### src/shared/afscr_consts.svh
`ifndef AFSCR_CONSTS_SVH
`define AFSCR_CONSTS_SVH

// ****************************************
// Control-port register offsets
// ****************************************
`define AFSCR_OFS_FAULT 8'h08
`define AFSCR_OFS_RSV_FIRST 8'h09
`define AFSCR_OFS_RSV_LAST 8'h0F
`define AFSCR_OFS_CLIP_MID 8'h10
`define AFSCR_OFS_CLIP_LOW 8'h11

// ****************************************
// Fault register field positions
// ****************************************
`define AFSCR_FLT_RSV_MSB 7
`define AFSCR_FLT_RSV_LSB 6
`define AFSCR_FLT_TRIP_MSB 5
`define AFSCR_FLT_TRIP_LSB 4
`define AFSCR_FLT_CLK_BIT 3
`define AFSCR_FLT_OC_BIT 2
`define AFSCR_FLT_DC_BIT 1
`define AFSCR_FLT_OT_BIT 0

// ****************************************
// Clip register field positions
// ****************************************
`define AFSCR_CLIP_LOW_MSB 7
`define AFSCR_CLIP_LOW_LSB 2

// ****************************************
// Reset values
// ****************************************
`define AFSCR_RST_TRIP 2'h0
`define AFSCR_RST_CLIP_MID 8'h01
`define AFSCR_RST_CLIP_LOW 8'h04
`define AFSCR_RST_RSV 2'h0

// ****************************************
// Trip level codes and scale in percent
// ****************************************
`define AFSCR_TRIP_100 2'h0
`define AFSCR_TRIP_75 2'h1
`define AFSCR_TRIP_50 2'h2
`define AFSCR_TRIP_25 2'h3
`define AFSCR_PCT_100 7'h64
`define AFSCR_PCT_75 7'h4B
`define AFSCR_PCT_50 7'h32
`define AFSCR_PCT_25 7'h19

// ****************************************
// Serial control port
// ****************************************
// Arbitrary default target address
`define AFSCR_DEV_ADDR 7'h2A
`define AFSCR_BITS_PER_BYTE 4'h8

`endif

### src/shared/afscr_pkg.sv
package afscr_pkg;

  // ****************************************
  // Fault condition group
  // ****************************************
  typedef struct packed {
    logic clock;
    logic overcurrent;
    logic output_offset;
    logic overtemp;
  } afscr_fault_t;

  // ****************************************
  // Control port states
  // ****************************************
  typedef enum logic [3:0] {
    AFSCR_IDLE,
    AFSCR_ADDR,
    AFSCR_ACK_ADDR,
    AFSCR_REG,
    AFSCR_ACK_REG,
    AFSCR_WRITE,
    AFSCR_ACK_WR,
    AFSCR_RD_LOAD,
    AFSCR_READ,
    AFSCR_RD_ACK
  } afscr_state_t;

endpackage : afscr_pkg

### src/core/afscr_fault_latch.sv
`timescale 1ns/100ps

// ****************************************
// Sticky fault flag
// ****************************************
module afscr_fault_latch (
  input wire logic ref_clk,
  input wire logic rstn,
  input wire logic detect,
  input wire logic release_pulse,
  output logic flag
);

  // A live fault beats the release, so nothing is lost on the exit edge
  logic next_flag;
  assign next_flag = detect ? 1'b1 : (release_pulse ? 1'b0 : flag);

  // Flag register
  always_ff @(posedge ref_clk or negedge rstn) begin
    if (!rstn) begin
      flag <= 1'b0;
    end else begin
      flag <= next_flag;
    end
  end

endmodule : afscr_fault_latch

### src/core/afscr_regs.sv
`timescale 1ns/100ps
`include "afscr_consts.svh"


module afscr_regs #(
  parameter logic [6:0] DEV_ADDR = `AFSCR_DEV_ADDR
) (
  input wire logic ref_clk,
  input wire logic rstn,
  input wire logic scl,
  input wire logic sda_in,
  output logic sda_out,
  output logic sda_oe,
  input wire logic speaker_shutdown_n,
  input wire logic ctrl_shutdown_n,
  input wire afscr_pkg::afscr_fault_t fault_det,
  input wire logic [5:0] clip_level_upper,
  output logic [1:0] overcurrent_trip_level_sel,
  output logic [6:0] trip_level_pct,
  output logic [19:0] clip_threshold_level,
  output afscr_pkg::afscr_fault_t fault_status,
  output logic fault_halt,
  output logic shutdown_active
);

  // ****************************************
  // Decode helpers
  // ****************************************

  // Scale of the overcurrent trip level for a code
  function automatic logic [6:0] afscr_trip_pct(input logic [1:0] code);
    logic [6:0] pct;
    case (code)
      `AFSCR_TRIP_75: pct = `AFSCR_PCT_75;
      `AFSCR_TRIP_50: pct = `AFSCR_PCT_50;
      `AFSCR_TRIP_25: pct = `AFSCR_PCT_25;
      default: pct = `AFSCR_PCT_100;
    endcase
    return pct;
  endfunction : afscr_trip_pct

  // Hit on one register offset
  function automatic logic afscr_hit(input logic [7:0] ptr_v, input logic [7:0] ofs);
    return ptr_v == ofs;
  endfunction : afscr_hit

  // ****************************************
  // Serial control port
  // ****************************************
  afscr_pkg::afscr_state_t st;
  afscr_pkg::afscr_state_t next_st;
  logic scl_q;
  logic sda_q;
  logic [3:0] cnt;
  logic [3:0] next_cnt;
  logic [7:0] shift;
  logic [7:0] next_shift;
  logic [7:0] ptr;
  logic [7:0] next_ptr;
  logic rw;
  logic next_rw;
  logic next_oe;
  logic wr_en;
  logic [7:0] rdata;
  logic byte_done;

  // Bus conditions; pins are already synchronous to ref_clk
  wire scl_rise = scl & ~scl_q;
  wire scl_fall = ~scl & scl_q;
  wire bus_start = scl & scl_q & sda_q & ~sda_in;
  wire bus_stop = scl & scl_q & ~sda_q & sda_in;
  assign byte_done = (cnt == `AFSCR_BITS_PER_BYTE);

  // Sampled pin copies for edge detection
  always_ff @(posedge ref_clk or negedge rstn) begin
    if (!rstn) begin
      scl_q <= 1'b1;
      sda_q <= 1'b1;
    end else begin
      scl_q <= scl;
      sda_q <= sda_in;
    end
  end

  // Port sequencing: sample on SCL rise, change SDA on SCL fall
  always_comb begin
    next_st = st;
    next_cnt = cnt;
    next_shift = shift;
    next_ptr = ptr;
    next_rw = rw;
    next_oe = sda_oe;
    wr_en = 1'b0;
    if (bus_start) begin
      next_st = afscr_pkg::AFSCR_ADDR;
      next_cnt = 4'h0;
      next_oe = 1'b0;
    end else if (bus_stop) begin
      next_st = afscr_pkg::AFSCR_IDLE;
      next_oe = 1'b0;
    end else if (scl_rise) begin
      case (st)
        afscr_pkg::AFSCR_ADDR, afscr_pkg::AFSCR_REG, afscr_pkg::AFSCR_WRITE: begin
          next_shift = {shift[6:0], sda_in};
          next_cnt = 4'(cnt + 4'h1);
        end
        afscr_pkg::AFSCR_READ: begin
          next_cnt = 4'(cnt + 4'h1);
        end
        afscr_pkg::AFSCR_RD_ACK: begin
          // A not-acknowledge ends the read burst
          next_st = sda_in ? afscr_pkg::AFSCR_IDLE : afscr_pkg::AFSCR_RD_LOAD;
        end
        default: begin
        end
      endcase
    end else if (scl_fall) begin
      case (st)
        afscr_pkg::AFSCR_ADDR: begin
          if (byte_done && shift[7:1] == DEV_ADDR) begin
            next_st = afscr_pkg::AFSCR_ACK_ADDR;
            next_rw = shift[0];
            next_oe = 1'b1;
          end else if (byte_done) begin
            next_st = afscr_pkg::AFSCR_IDLE;
          end
        end
        afscr_pkg::AFSCR_REG: begin
          if (byte_done) begin
            next_ptr = shift;
            next_oe = 1'b1;
            next_st = afscr_pkg::AFSCR_ACK_REG;
          end
        end
        afscr_pkg::AFSCR_WRITE: begin
          if (byte_done) begin
            wr_en = 1'b1;
            next_ptr = 8'(ptr + 8'h01);
            next_oe = 1'b1;
            next_st = afscr_pkg::AFSCR_ACK_WR;
          end
        end
        afscr_pkg::AFSCR_ACK_ADDR: begin
          next_cnt = 4'h0;
          if (rw) begin
            next_shift = rdata;
            next_oe = ~rdata[7];
            next_ptr = 8'(ptr + 8'h01);
            next_st = afscr_pkg::AFSCR_READ;
          end else begin
            next_oe = 1'b0;
            next_st = afscr_pkg::AFSCR_REG;
          end
        end
        afscr_pkg::AFSCR_ACK_REG, afscr_pkg::AFSCR_ACK_WR: begin
          next_oe = 1'b0;
          next_cnt = 4'h0;
          next_st = afscr_pkg::AFSCR_WRITE;
        end
        afscr_pkg::AFSCR_RD_LOAD: begin
          next_cnt = 4'h0;
          next_shift = rdata;
          next_oe = ~rdata[7];
          next_ptr = 8'(ptr + 8'h01);
          next_st = afscr_pkg::AFSCR_READ;
        end
        afscr_pkg::AFSCR_READ: begin
          if (byte_done) begin
            next_oe = 1'b0;
            next_st = afscr_pkg::AFSCR_RD_ACK;
          end else begin
            next_shift = {shift[6:0], 1'b0};
            next_oe = ~shift[6];
          end
        end
        default: begin
        end
      endcase
    end
  end

  // Port state registers
  always_ff @(posedge ref_clk or negedge rstn) begin
    if (!rstn) begin
      st <= afscr_pkg::AFSCR_IDLE;
      cnt <= 4'h0;
      shift <= 8'h00;
      ptr <= 8'h00;
      rw <= 1'b0;
      sda_oe <= 1'b0;
      sda_out <= 1'b0;
    end else begin
      st <= next_st;
      cnt <= next_cnt;
      shift <= next_shift;
      ptr <= next_ptr;
      rw <= next_rw;
      sda_oe <= next_oe;
      sda_out <= 1'b0;
    end
  end

  // ****************************************
  // Register file
  // ****************************************
  logic [1:0] trip_sel;
  logic [7:0] clip_mid;
  logic [7:0] clip_low;
  logic clk_flag;
  logic [2:0] latched;

  // Write decode; unmapped and reserved offsets swallow the data
  wire wr_fault = wr_en & afscr_hit(ptr, `AFSCR_OFS_FAULT);
  wire wr_mid = wr_en & afscr_hit(ptr, `AFSCR_OFS_CLIP_MID);
  wire wr_low = wr_en & afscr_hit(ptr, `AFSCR_OFS_CLIP_LOW);

  always_ff @(posedge ref_clk or negedge rstn) begin
    if (!rstn) begin
      trip_sel <= `AFSCR_RST_TRIP;
    end else if (wr_fault) begin
      trip_sel <= shift[`AFSCR_FLT_TRIP_MSB:`AFSCR_FLT_TRIP_LSB];
    end
  end

  always_ff @(posedge ref_clk or negedge rstn) begin
    if (!rstn) begin
      clip_mid <= `AFSCR_RST_CLIP_MID;
      clip_low <= `AFSCR_RST_CLIP_LOW;
    end else begin
      if (wr_mid) begin
        clip_mid <= shift;
      end
      if (wr_low) begin
        clip_low <= shift;
      end
    end
  end

  // Fault byte as read back
  wire [7:0] fault_byte = {`AFSCR_RST_RSV, trip_sel, clk_flag, latched};

  assign rdata = afscr_hit(ptr, `AFSCR_OFS_FAULT) ? fault_byte :
                 afscr_hit(ptr, `AFSCR_OFS_CLIP_MID) ? clip_mid :
                 afscr_hit(ptr, `AFSCR_OFS_CLIP_LOW) ? clip_low : 8'h00;

  // ****************************************
  // Shutdown and fault flags
  // ****************************************
  logic sd_q;

  wire sd_now = ~speaker_shutdown_n | ~ctrl_shutdown_n;

  wire release_pulse = sd_q & ~sd_now;

  // Previous shutdown state for the exit edge
  always_ff @(posedge ref_clk or negedge rstn) begin
    if (!rstn) begin
      sd_q <= 1'b0;
    end else begin
      sd_q <= sd_now;
    end
  end

  always_ff @(posedge ref_clk or negedge rstn) begin
    if (!rstn) begin
      clk_flag <= 1'b0;
    end else begin
      clk_flag <= fault_det.clock;
    end
  end

  // Latching faults in bit order overcurrent, offset, temperature
  wire [2:0] sticky_det = {fault_det.overcurrent, fault_det.output_offset, fault_det.overtemp};

  genvar g;
  generate
    for (g = 0; g < 3; g++) begin : gen_latch
      afscr_fault_latch u_latch (
        .ref_clk(ref_clk),
        .rstn(rstn),
        .detect(sticky_det[g]),
        .release_pulse(release_pulse),
        .flag(latched[g])
      );
    end
  endgenerate

  // ****************************************
  // Registered outputs
  // ****************************************

  // One cycle behind the flags; fine for a halt that lasts milliseconds
  always_ff @(posedge ref_clk or negedge rstn) begin
    if (!rstn) begin
      overcurrent_trip_level_sel <= `AFSCR_RST_TRIP;
      trip_level_pct <= `AFSCR_PCT_100;
      clip_threshold_level <= 20'h00000;
      fault_status <= '0;
      fault_halt <= 1'b0;
      shutdown_active <= 1'b0;
    end else begin
      overcurrent_trip_level_sel <= trip_sel;
      trip_level_pct <= afscr_trip_pct(trip_sel);
      clip_threshold_level <= {clip_level_upper, clip_mid,
                               clip_low[`AFSCR_CLIP_LOW_MSB:`AFSCR_CLIP_LOW_LSB]};
      fault_status <= {clk_flag, latched};
      fault_halt <= clk_flag | (|latched);
      shutdown_active <= sd_now;
    end
  end

endmodule : afscr_regs

### config.mk
export PLATFORM = sky130hd
export DESIGN_NAME = afscr_regs
export DESIGN_NICKNAME = d
export VERILOG_FILES = /design/src/shared/afscr_pkg.sv /design/src/core/afscr_fault_latch.sv /design/src/core/afscr_regs.sv
export VERILOG_INCLUDE_DIRS = /design/src /design/src/shared
export SDC_FILE = /design/constraint.sdc
export NUM_CORES = 1
export LEC_CHECK = 0
export BUFFER_PORTS_ARGS = -buffer_cell sky130_fd_sc_hd__buf_2
export CAP_MARGIN = 15
export CORE_MARGIN = 2
export CORE_UTILIZATION = 45
export CTS_CLUSTER_SIZE = 12
export DETAILED_ROUTE_END_ITERATION = 8
export GPL_TIMING_DRIVEN = 0
export SLEW_MARGIN = 10
export SYNTH_ARGS = -nofsm -noshare
export SYNTH_HDL_FRONTEND = slang
export SYNTH_SLANG_ARGS = --single-unit
### constraint.sdc
create_clock -name ref_clk -period 2.3 [get_ports ref_clk]
set_input_delay 0.46 -clock ref_clk [delete_from_list [all_inputs] [get_ports ref_clk]]
set_output_delay 0.46 -clock ref_clk [all_outputs]
set_load 0.01 [all_outputs]
## Word-level counts from Yosys, hierarchy flattened

Cells that the tools add are included.
Widths: inputs -> output; s select.

| cells by class | value |
|---|---|
| $add $sub $neg | 2 |
| eq/ne operators | 33 |
| muxes and demuxes | 52 |
| bitwise operators | 25 |
| reduce and logical (&&, ||, !) cells | 25 |

Operators by type and width:

| operator | count |
|---|---|
| $mux 8 | 11 |
| $mux 4 | 17 |
| $pmux 8 s4 | 1 |
| $pmux 4 s7 | 1 |
| $pmux 8 s3 | 1 |
| $pmux 7 s3 | 1 |
| $mux 1 | 18 |
| $eq 4x3->1 const B | 4 |
| $eq 8x5->1 const B | 2 |
| $ne 5x5->1 const B | 3 |
| $reduce_and 7->1 | 2 |
| $eq 4x4->1 const B | 3 |
| $not 1->1 | 12 |
| $reduce_bool 4->1 | 3 |
| $and 1x1->1 | 11 |
| $reduce_bool 10->1 | 1 |
| $reduce_bool 3->1 | 3 |
| $add 8x1->8 const B | 1 |
| $eq 4x2->1 const B | 2 |
| $eq 8x4->1 const B | 1 |
| $ne 2x2->1 const B | 4 |
| $ne 4x1->1 const B | 2 |
| $reduce_and 8->1 | 1 |
| $reduce_bool 2->1 | 4 |
| 22 further kinds | 28 |

| storage, ports and cells | value |
|---|---|
| register bits after elaboration | 85 |
| input bits | 16 |
| word-level logic and storage cells | 161 |

## Depth between registers and ports, before layout

| depth | value |
|---|---|
| word-level depth | 11 |
| depth in mapped cells | 9 |
| depth with buffers taken out | 7 |

## Modules after synthesis

From an unflattened synthesis, not the netlist that was laid out.

| second synthesis, totals | value |
|---|---|
| cells, all modules | 382 |
| area total of the unflattened synthesis | 4139.0 um^2 |

Modules (own cells, without submodules):

| module | instances | cells an instance | area each (um^2) | sequential area each (um^2) |
|---|---|---|---|---|
| afscr_regs | 1 | 373 | 4030.1 | 2035.7 |
| afscr_fault_latch | 3 | 3 | 36.3 | 25.0 |

## Worst setup path after synthesis

No wires, ideal clock.

| path | value |
|---|---|
| path kind | flip-flop to flip-flop |
| start point | register scl_q |
| end point | register ptr[4] |
| arrival | 2072 ps |
| required time | 2221 ps |
| setup slack | 149 ps |
| stages on the path, launching flop included | 10 |
| period minus slack after synthesis | 2151 ps |
| path through | dfstp_2 inv_1 ha_1 clkbuf_1 nor2b_1 o41ai_1 or4_1 clkbuf_1 a21oi_1 a2bb2oi_1 |

| between the ends | value |
|---|---|
| longest elaborated chain between the ends | 5 |
| elaborated cells on any way between the ends | 12 |
| classes of those cells | 11 x bitwise; 1 x reduce/logical |

RTL lines:

| what | RTL line | text |
|---|---|---|
| start: declaration | afscr_regs.sv:52 | `logic scl_q;` |
| start signal: assignment | afscr_regs.sv:80 | `scl_q <= scl;` |
| $and 1x1->1 | afscr_regs.sv:70, afscr_regs.sv:71 |  |
| $and 1x1->1 (on tied branches) (2 in a row) | afscr_regs.sv:71, afscr_regs.sv:70 |  |
| $not 1->1 (no source line) | - |  |
| $reduce_and 8->1 (no source line) (*) | - |  |
| end signal: assignment | afscr_regs.sv:196 | `ptr <= next_ptr;` |
| end: declaration | afscr_regs.sv:58 | `logic [7:0] ptr;` |

Every way passes the cells marked *; elsewhere a longest branch is shown, timed or not.
A chain may end at the register's enable or synchronous reset.

## Worst setup path in the final report

| path | value |
|---|---|
| start point | register st[1] |
| end point | register shift[5] |

| between the ends | value |
|---|---|
| longest elaborated chain between the ends | 4 |
| elaborated cells on any way between the ends | 15 |
| classes of those cells | 9 x eq/ne; 3 x mux; 3 x reduce/logical |

RTL lines:

| what | RTL line | text |
|---|---|---|
| start: declaration | afscr_regs.sv:50 | `afscr_pkg::afscr_state_t st;` |
| start signal: assignment | afscr_regs.sv:185 | `st <= afscr_pkg::AFSCR_IDLE;` |
| start signal: assignment | afscr_regs.sv:193 | `st <= next_st;` |
| $eq 4x3->1, or another cell as far along | afscr_regs.sv:102 | `case (st)` |
| $reduce_or 3->1 / $pmux 8 s3 (equally long branches) | afscr_regs.sv:102, afscr_regs.sv:118 |  |
| $ne 2x1->1 (no source line) / $mux 8 (equally long branches) | - |  |
| $reduce_and 7->1 (no source line) / $mux 8 (equally long branches) | - |  |
| end signal: assignment | afscr_regs.sv:195 | `shift <= next_shift;` |
| end: declaration | afscr_regs.sv:56 | `logic [7:0] shift;` |

Parallel ways exist; a longest one is shown, timed or not. The select of a mux whose other input is x is not followed.

==> out/qor.yml <==
die_h_um: 98.2
worstPathRequired_ns: 2.53
path_max_fanout: 9
die-area_mm2: 0.00964
clk_latency_ns: 0.36
drc: 0
power.density_mw_per_mm2: 933
cts_max_path_buffers: 2
place.port_buffers: 51
grt_first_pass_wirelength_um: 14700
fp.coreArea_mm2: 0.00868
cts.sinks: 84
synth_area_mm2: 0.00399
core.rowCount: 34
finalCritPeriodShare_pct: 97.6
fin_skew_ns: 0.0127
hold_viol: 0
drv_cap: 0
stdcell_area_mm2: 0.00471
dp_hpwl_um: 6110
die_w_um: 98.2
grt_pass1_vias: 2975
vias: 2991
vias_per_cell: 5.60
synth_seq_cells: 84
track_usage_pct: 18.8
gp_congestion: 0.925
drive_above_1_share_pct: 26.8
drt_iter0_drc: 73
synth_flop_cell: "dfrtp_1"
fin_nets: 449
htree_levels: 3
fmax_mhz: 445
worst_pin_slew_ns: 0.636
synth-edff-count: 0
min_path_type: "in2async"
setup_viol: 0
grt_start_max_net_pins: 55
finalCriticalPeriod_ns: 2.24
syn_area_per_cell_um2: 11.2
routed_wl_um: 8850
slew-limit-headroom_pct: 57.4
peakVddDrop_v: 0.000409
root_buffer: "clkbuf_8"
synthArstFlopShare_pct: 100
maxSlewViolCount: 0
end_kind: "flop"
synth_cell_type_count: 60
hold_slack_ns: 0.0317
syn-num-nets: 385
path_class: "reg2reg"
ant_nets: 0
ys_seq_area_share_pct: 52.9
ys_warn_count: 0
tritoncts: "done"
path_clk_slew_ns: 0.10
placed_area_mm2: 0.00441
gr-total-overflow: 0
dr.pass1.iters: 4
initial_core_util_pct: 46.0
n_antenna_cell: 0
final_util_pct: 54.3
crit_path_start_kind: "flop"
p_leak_nw: 2.20
cts_buffers: 9
antenna_found_initial: 0
ios: 53
netlist_instances: 357
status: "finished clean"
area_delta_synth_final_pct: 18.1
arrival_ns: 2.48
wl_per_cell_um: 16.6
## through the flow
stage	setup TNS, ns	instances	power, mW	setup WS, ns
after floorplan	0	357	2.83	0.149
after global placement	-7.63	516	3.19	-0.327
after detailed placement	-7.79	517	3.21	-0.309
after CTS	0	534	4.36	0.0166
after global routing	-0.00959	534	4.68	-0.00620
final	0	534	4.40	0.0552
## state kept, by name (all words and copies together) (netlist names)
register / cells
st: 4
scl_q: 1
ptr: 8
clip_threshold_level: 20
rw: 1
overcurrent_trip_level_sel: 2
fault_status: 4
clip_mid: 8
clip_low: 8
shutdown_active: 1
cnt: 4
gen_latch.u_latch.flag: 3
shift: 8
clk_flag: 1
trip_level_pct: 6
sda_q: 1
trip_sel: 2
fault_halt: 1
sda_oe: 1
## synth_stat cells, types with 4 or more instances
| library cell | instances | area share [%] |
|---|---|---|
| ha_1 | 12 | 3.8 |
| nand3b_1 | 4 | 0.75 |
| mux2_1 | 24 | 6.8 |
| a21oi_1 | 21 | 2.6 |
| a21o_1 | 5 | 0.94 |
| dfstp_2 | 7 | 4.6 |
| o21ai_0 | 7 | 0.88 |
| inv_1 | 16 | 1.5 |
| nand4_1 | 6 | 0.94 |
| a31oi_1 | 5 | 0.78 |
| nor2b_1 | 6 | 0.94 |
| nand3_1 | 11 | 1.4 |
| nor2_1 | 15 | 1.4 |
| nand2_1 | 30 | 2.8 |
| a211o_1 | 4 | 0.88 |
| clkbuf_1 | 10 | 0.94 |
| mux2i_1 | 5 | 1.3 |
| a2bb2oi_1 | 11 | 2.4 |
| o31ai_1 | 9 | 1.7 |
| dfrtp_1 | 77 | 48 |
| buf_2 | 5 | 0.63 |
## worst paths after layout
| path | start | endpoint | slack [ns] | cells past startpoint |
|---|---|---|---|---|
| worst max-delay path | st[1] | shift[5] | 0.06 | 7 |
| worst min-delay path | rstn | clip_threshold_level[11] | 0.03 | 1 |
| worst max register to register | st[1] | shift[5] | 0.06 | 7 |
| worst min register to register | clk_flag | fault_status[3] | 0.40 | 0 |
| max in group asynchronous | rstn | trip_level_pct[5] | 1.61 | 2 |
| min in group ref_clk | clip_level_upper[4] | clip_threshold_level[18] | 0.20 | 1 |
## logic make-up after synthesis
group | after synthesis | synth area share, %
compound gates | 84 | 14.7
xor+xnor | 3 | 0.658
fa+ha+maj | 12 | 3.76
buf+inv | 36 | 4.11
flops | 84 | 52.9
mux | 31 | 8.68
other cells | 1 | 0.0939
simple gates | 106 | 15.2
## critical path: stages (launching register included)
cell and delay (ns):
dfrtp_1 0.38, buf_2 0.17, nor4b_2 0.46, nand2_1 0.16
a21o_1 0.21, a211o_1 0.30, buf_6 0.15, mux2_1 0.31
## placed cells by master (no fill, tap or decap), drive strengths merged, types with 12 or more instances in the layout
master / synthesis / routed
a21oi: 21 / 21
buf: 10 / 65
clkbuf: 10 / 17
dfrtp: 77 / 77
ha: 12 / 12
inv: 16 / 21
mux2: 26 / 26
nand2: 32 / 32
nor2: 15 / 15
## power breakdown
group          switching (mW)  internal, mW
logic                   0.768         0.563
registers               0.293          1.66
clock network           0.583         0.531
## what timing repair did
action / in CTS / in global routing
endpoints found under the setup margin: 29 / 36
gates resized for setup: 6 / 13
setup buffers: 3 / 0
hold buffers: 0 / 0
pin swaps: 2 / 1
## cell type report
cell class | count | area, um2
clock buffers | 9 | 124
well taps | 108 | 135
plain buffers | 18 | 98.8
repair buffers | 55 | 308
multi-input cells | 237 | 1790
clock inverters | 7 | 87.6
fillers | 800 | 3960
flip-flops and latches | 84 | 2110
inverters | 16 | 60.1
## per-layer routing
| layer | track usage, % | vias up | routed length (um) |
|---|---|---|---|
| met3 | 4.15 | 13 | 476 |
| met4 | 6.22 | 0 | 143 |
| li1 | - | 1423 | - |
| met5 | 0 | - | 0 |
| met2 | 30.5 | 103 | 4340 |
| met1 | 25.3 | 1452 | 3890 |
Power figures use the tool's default switching activity.
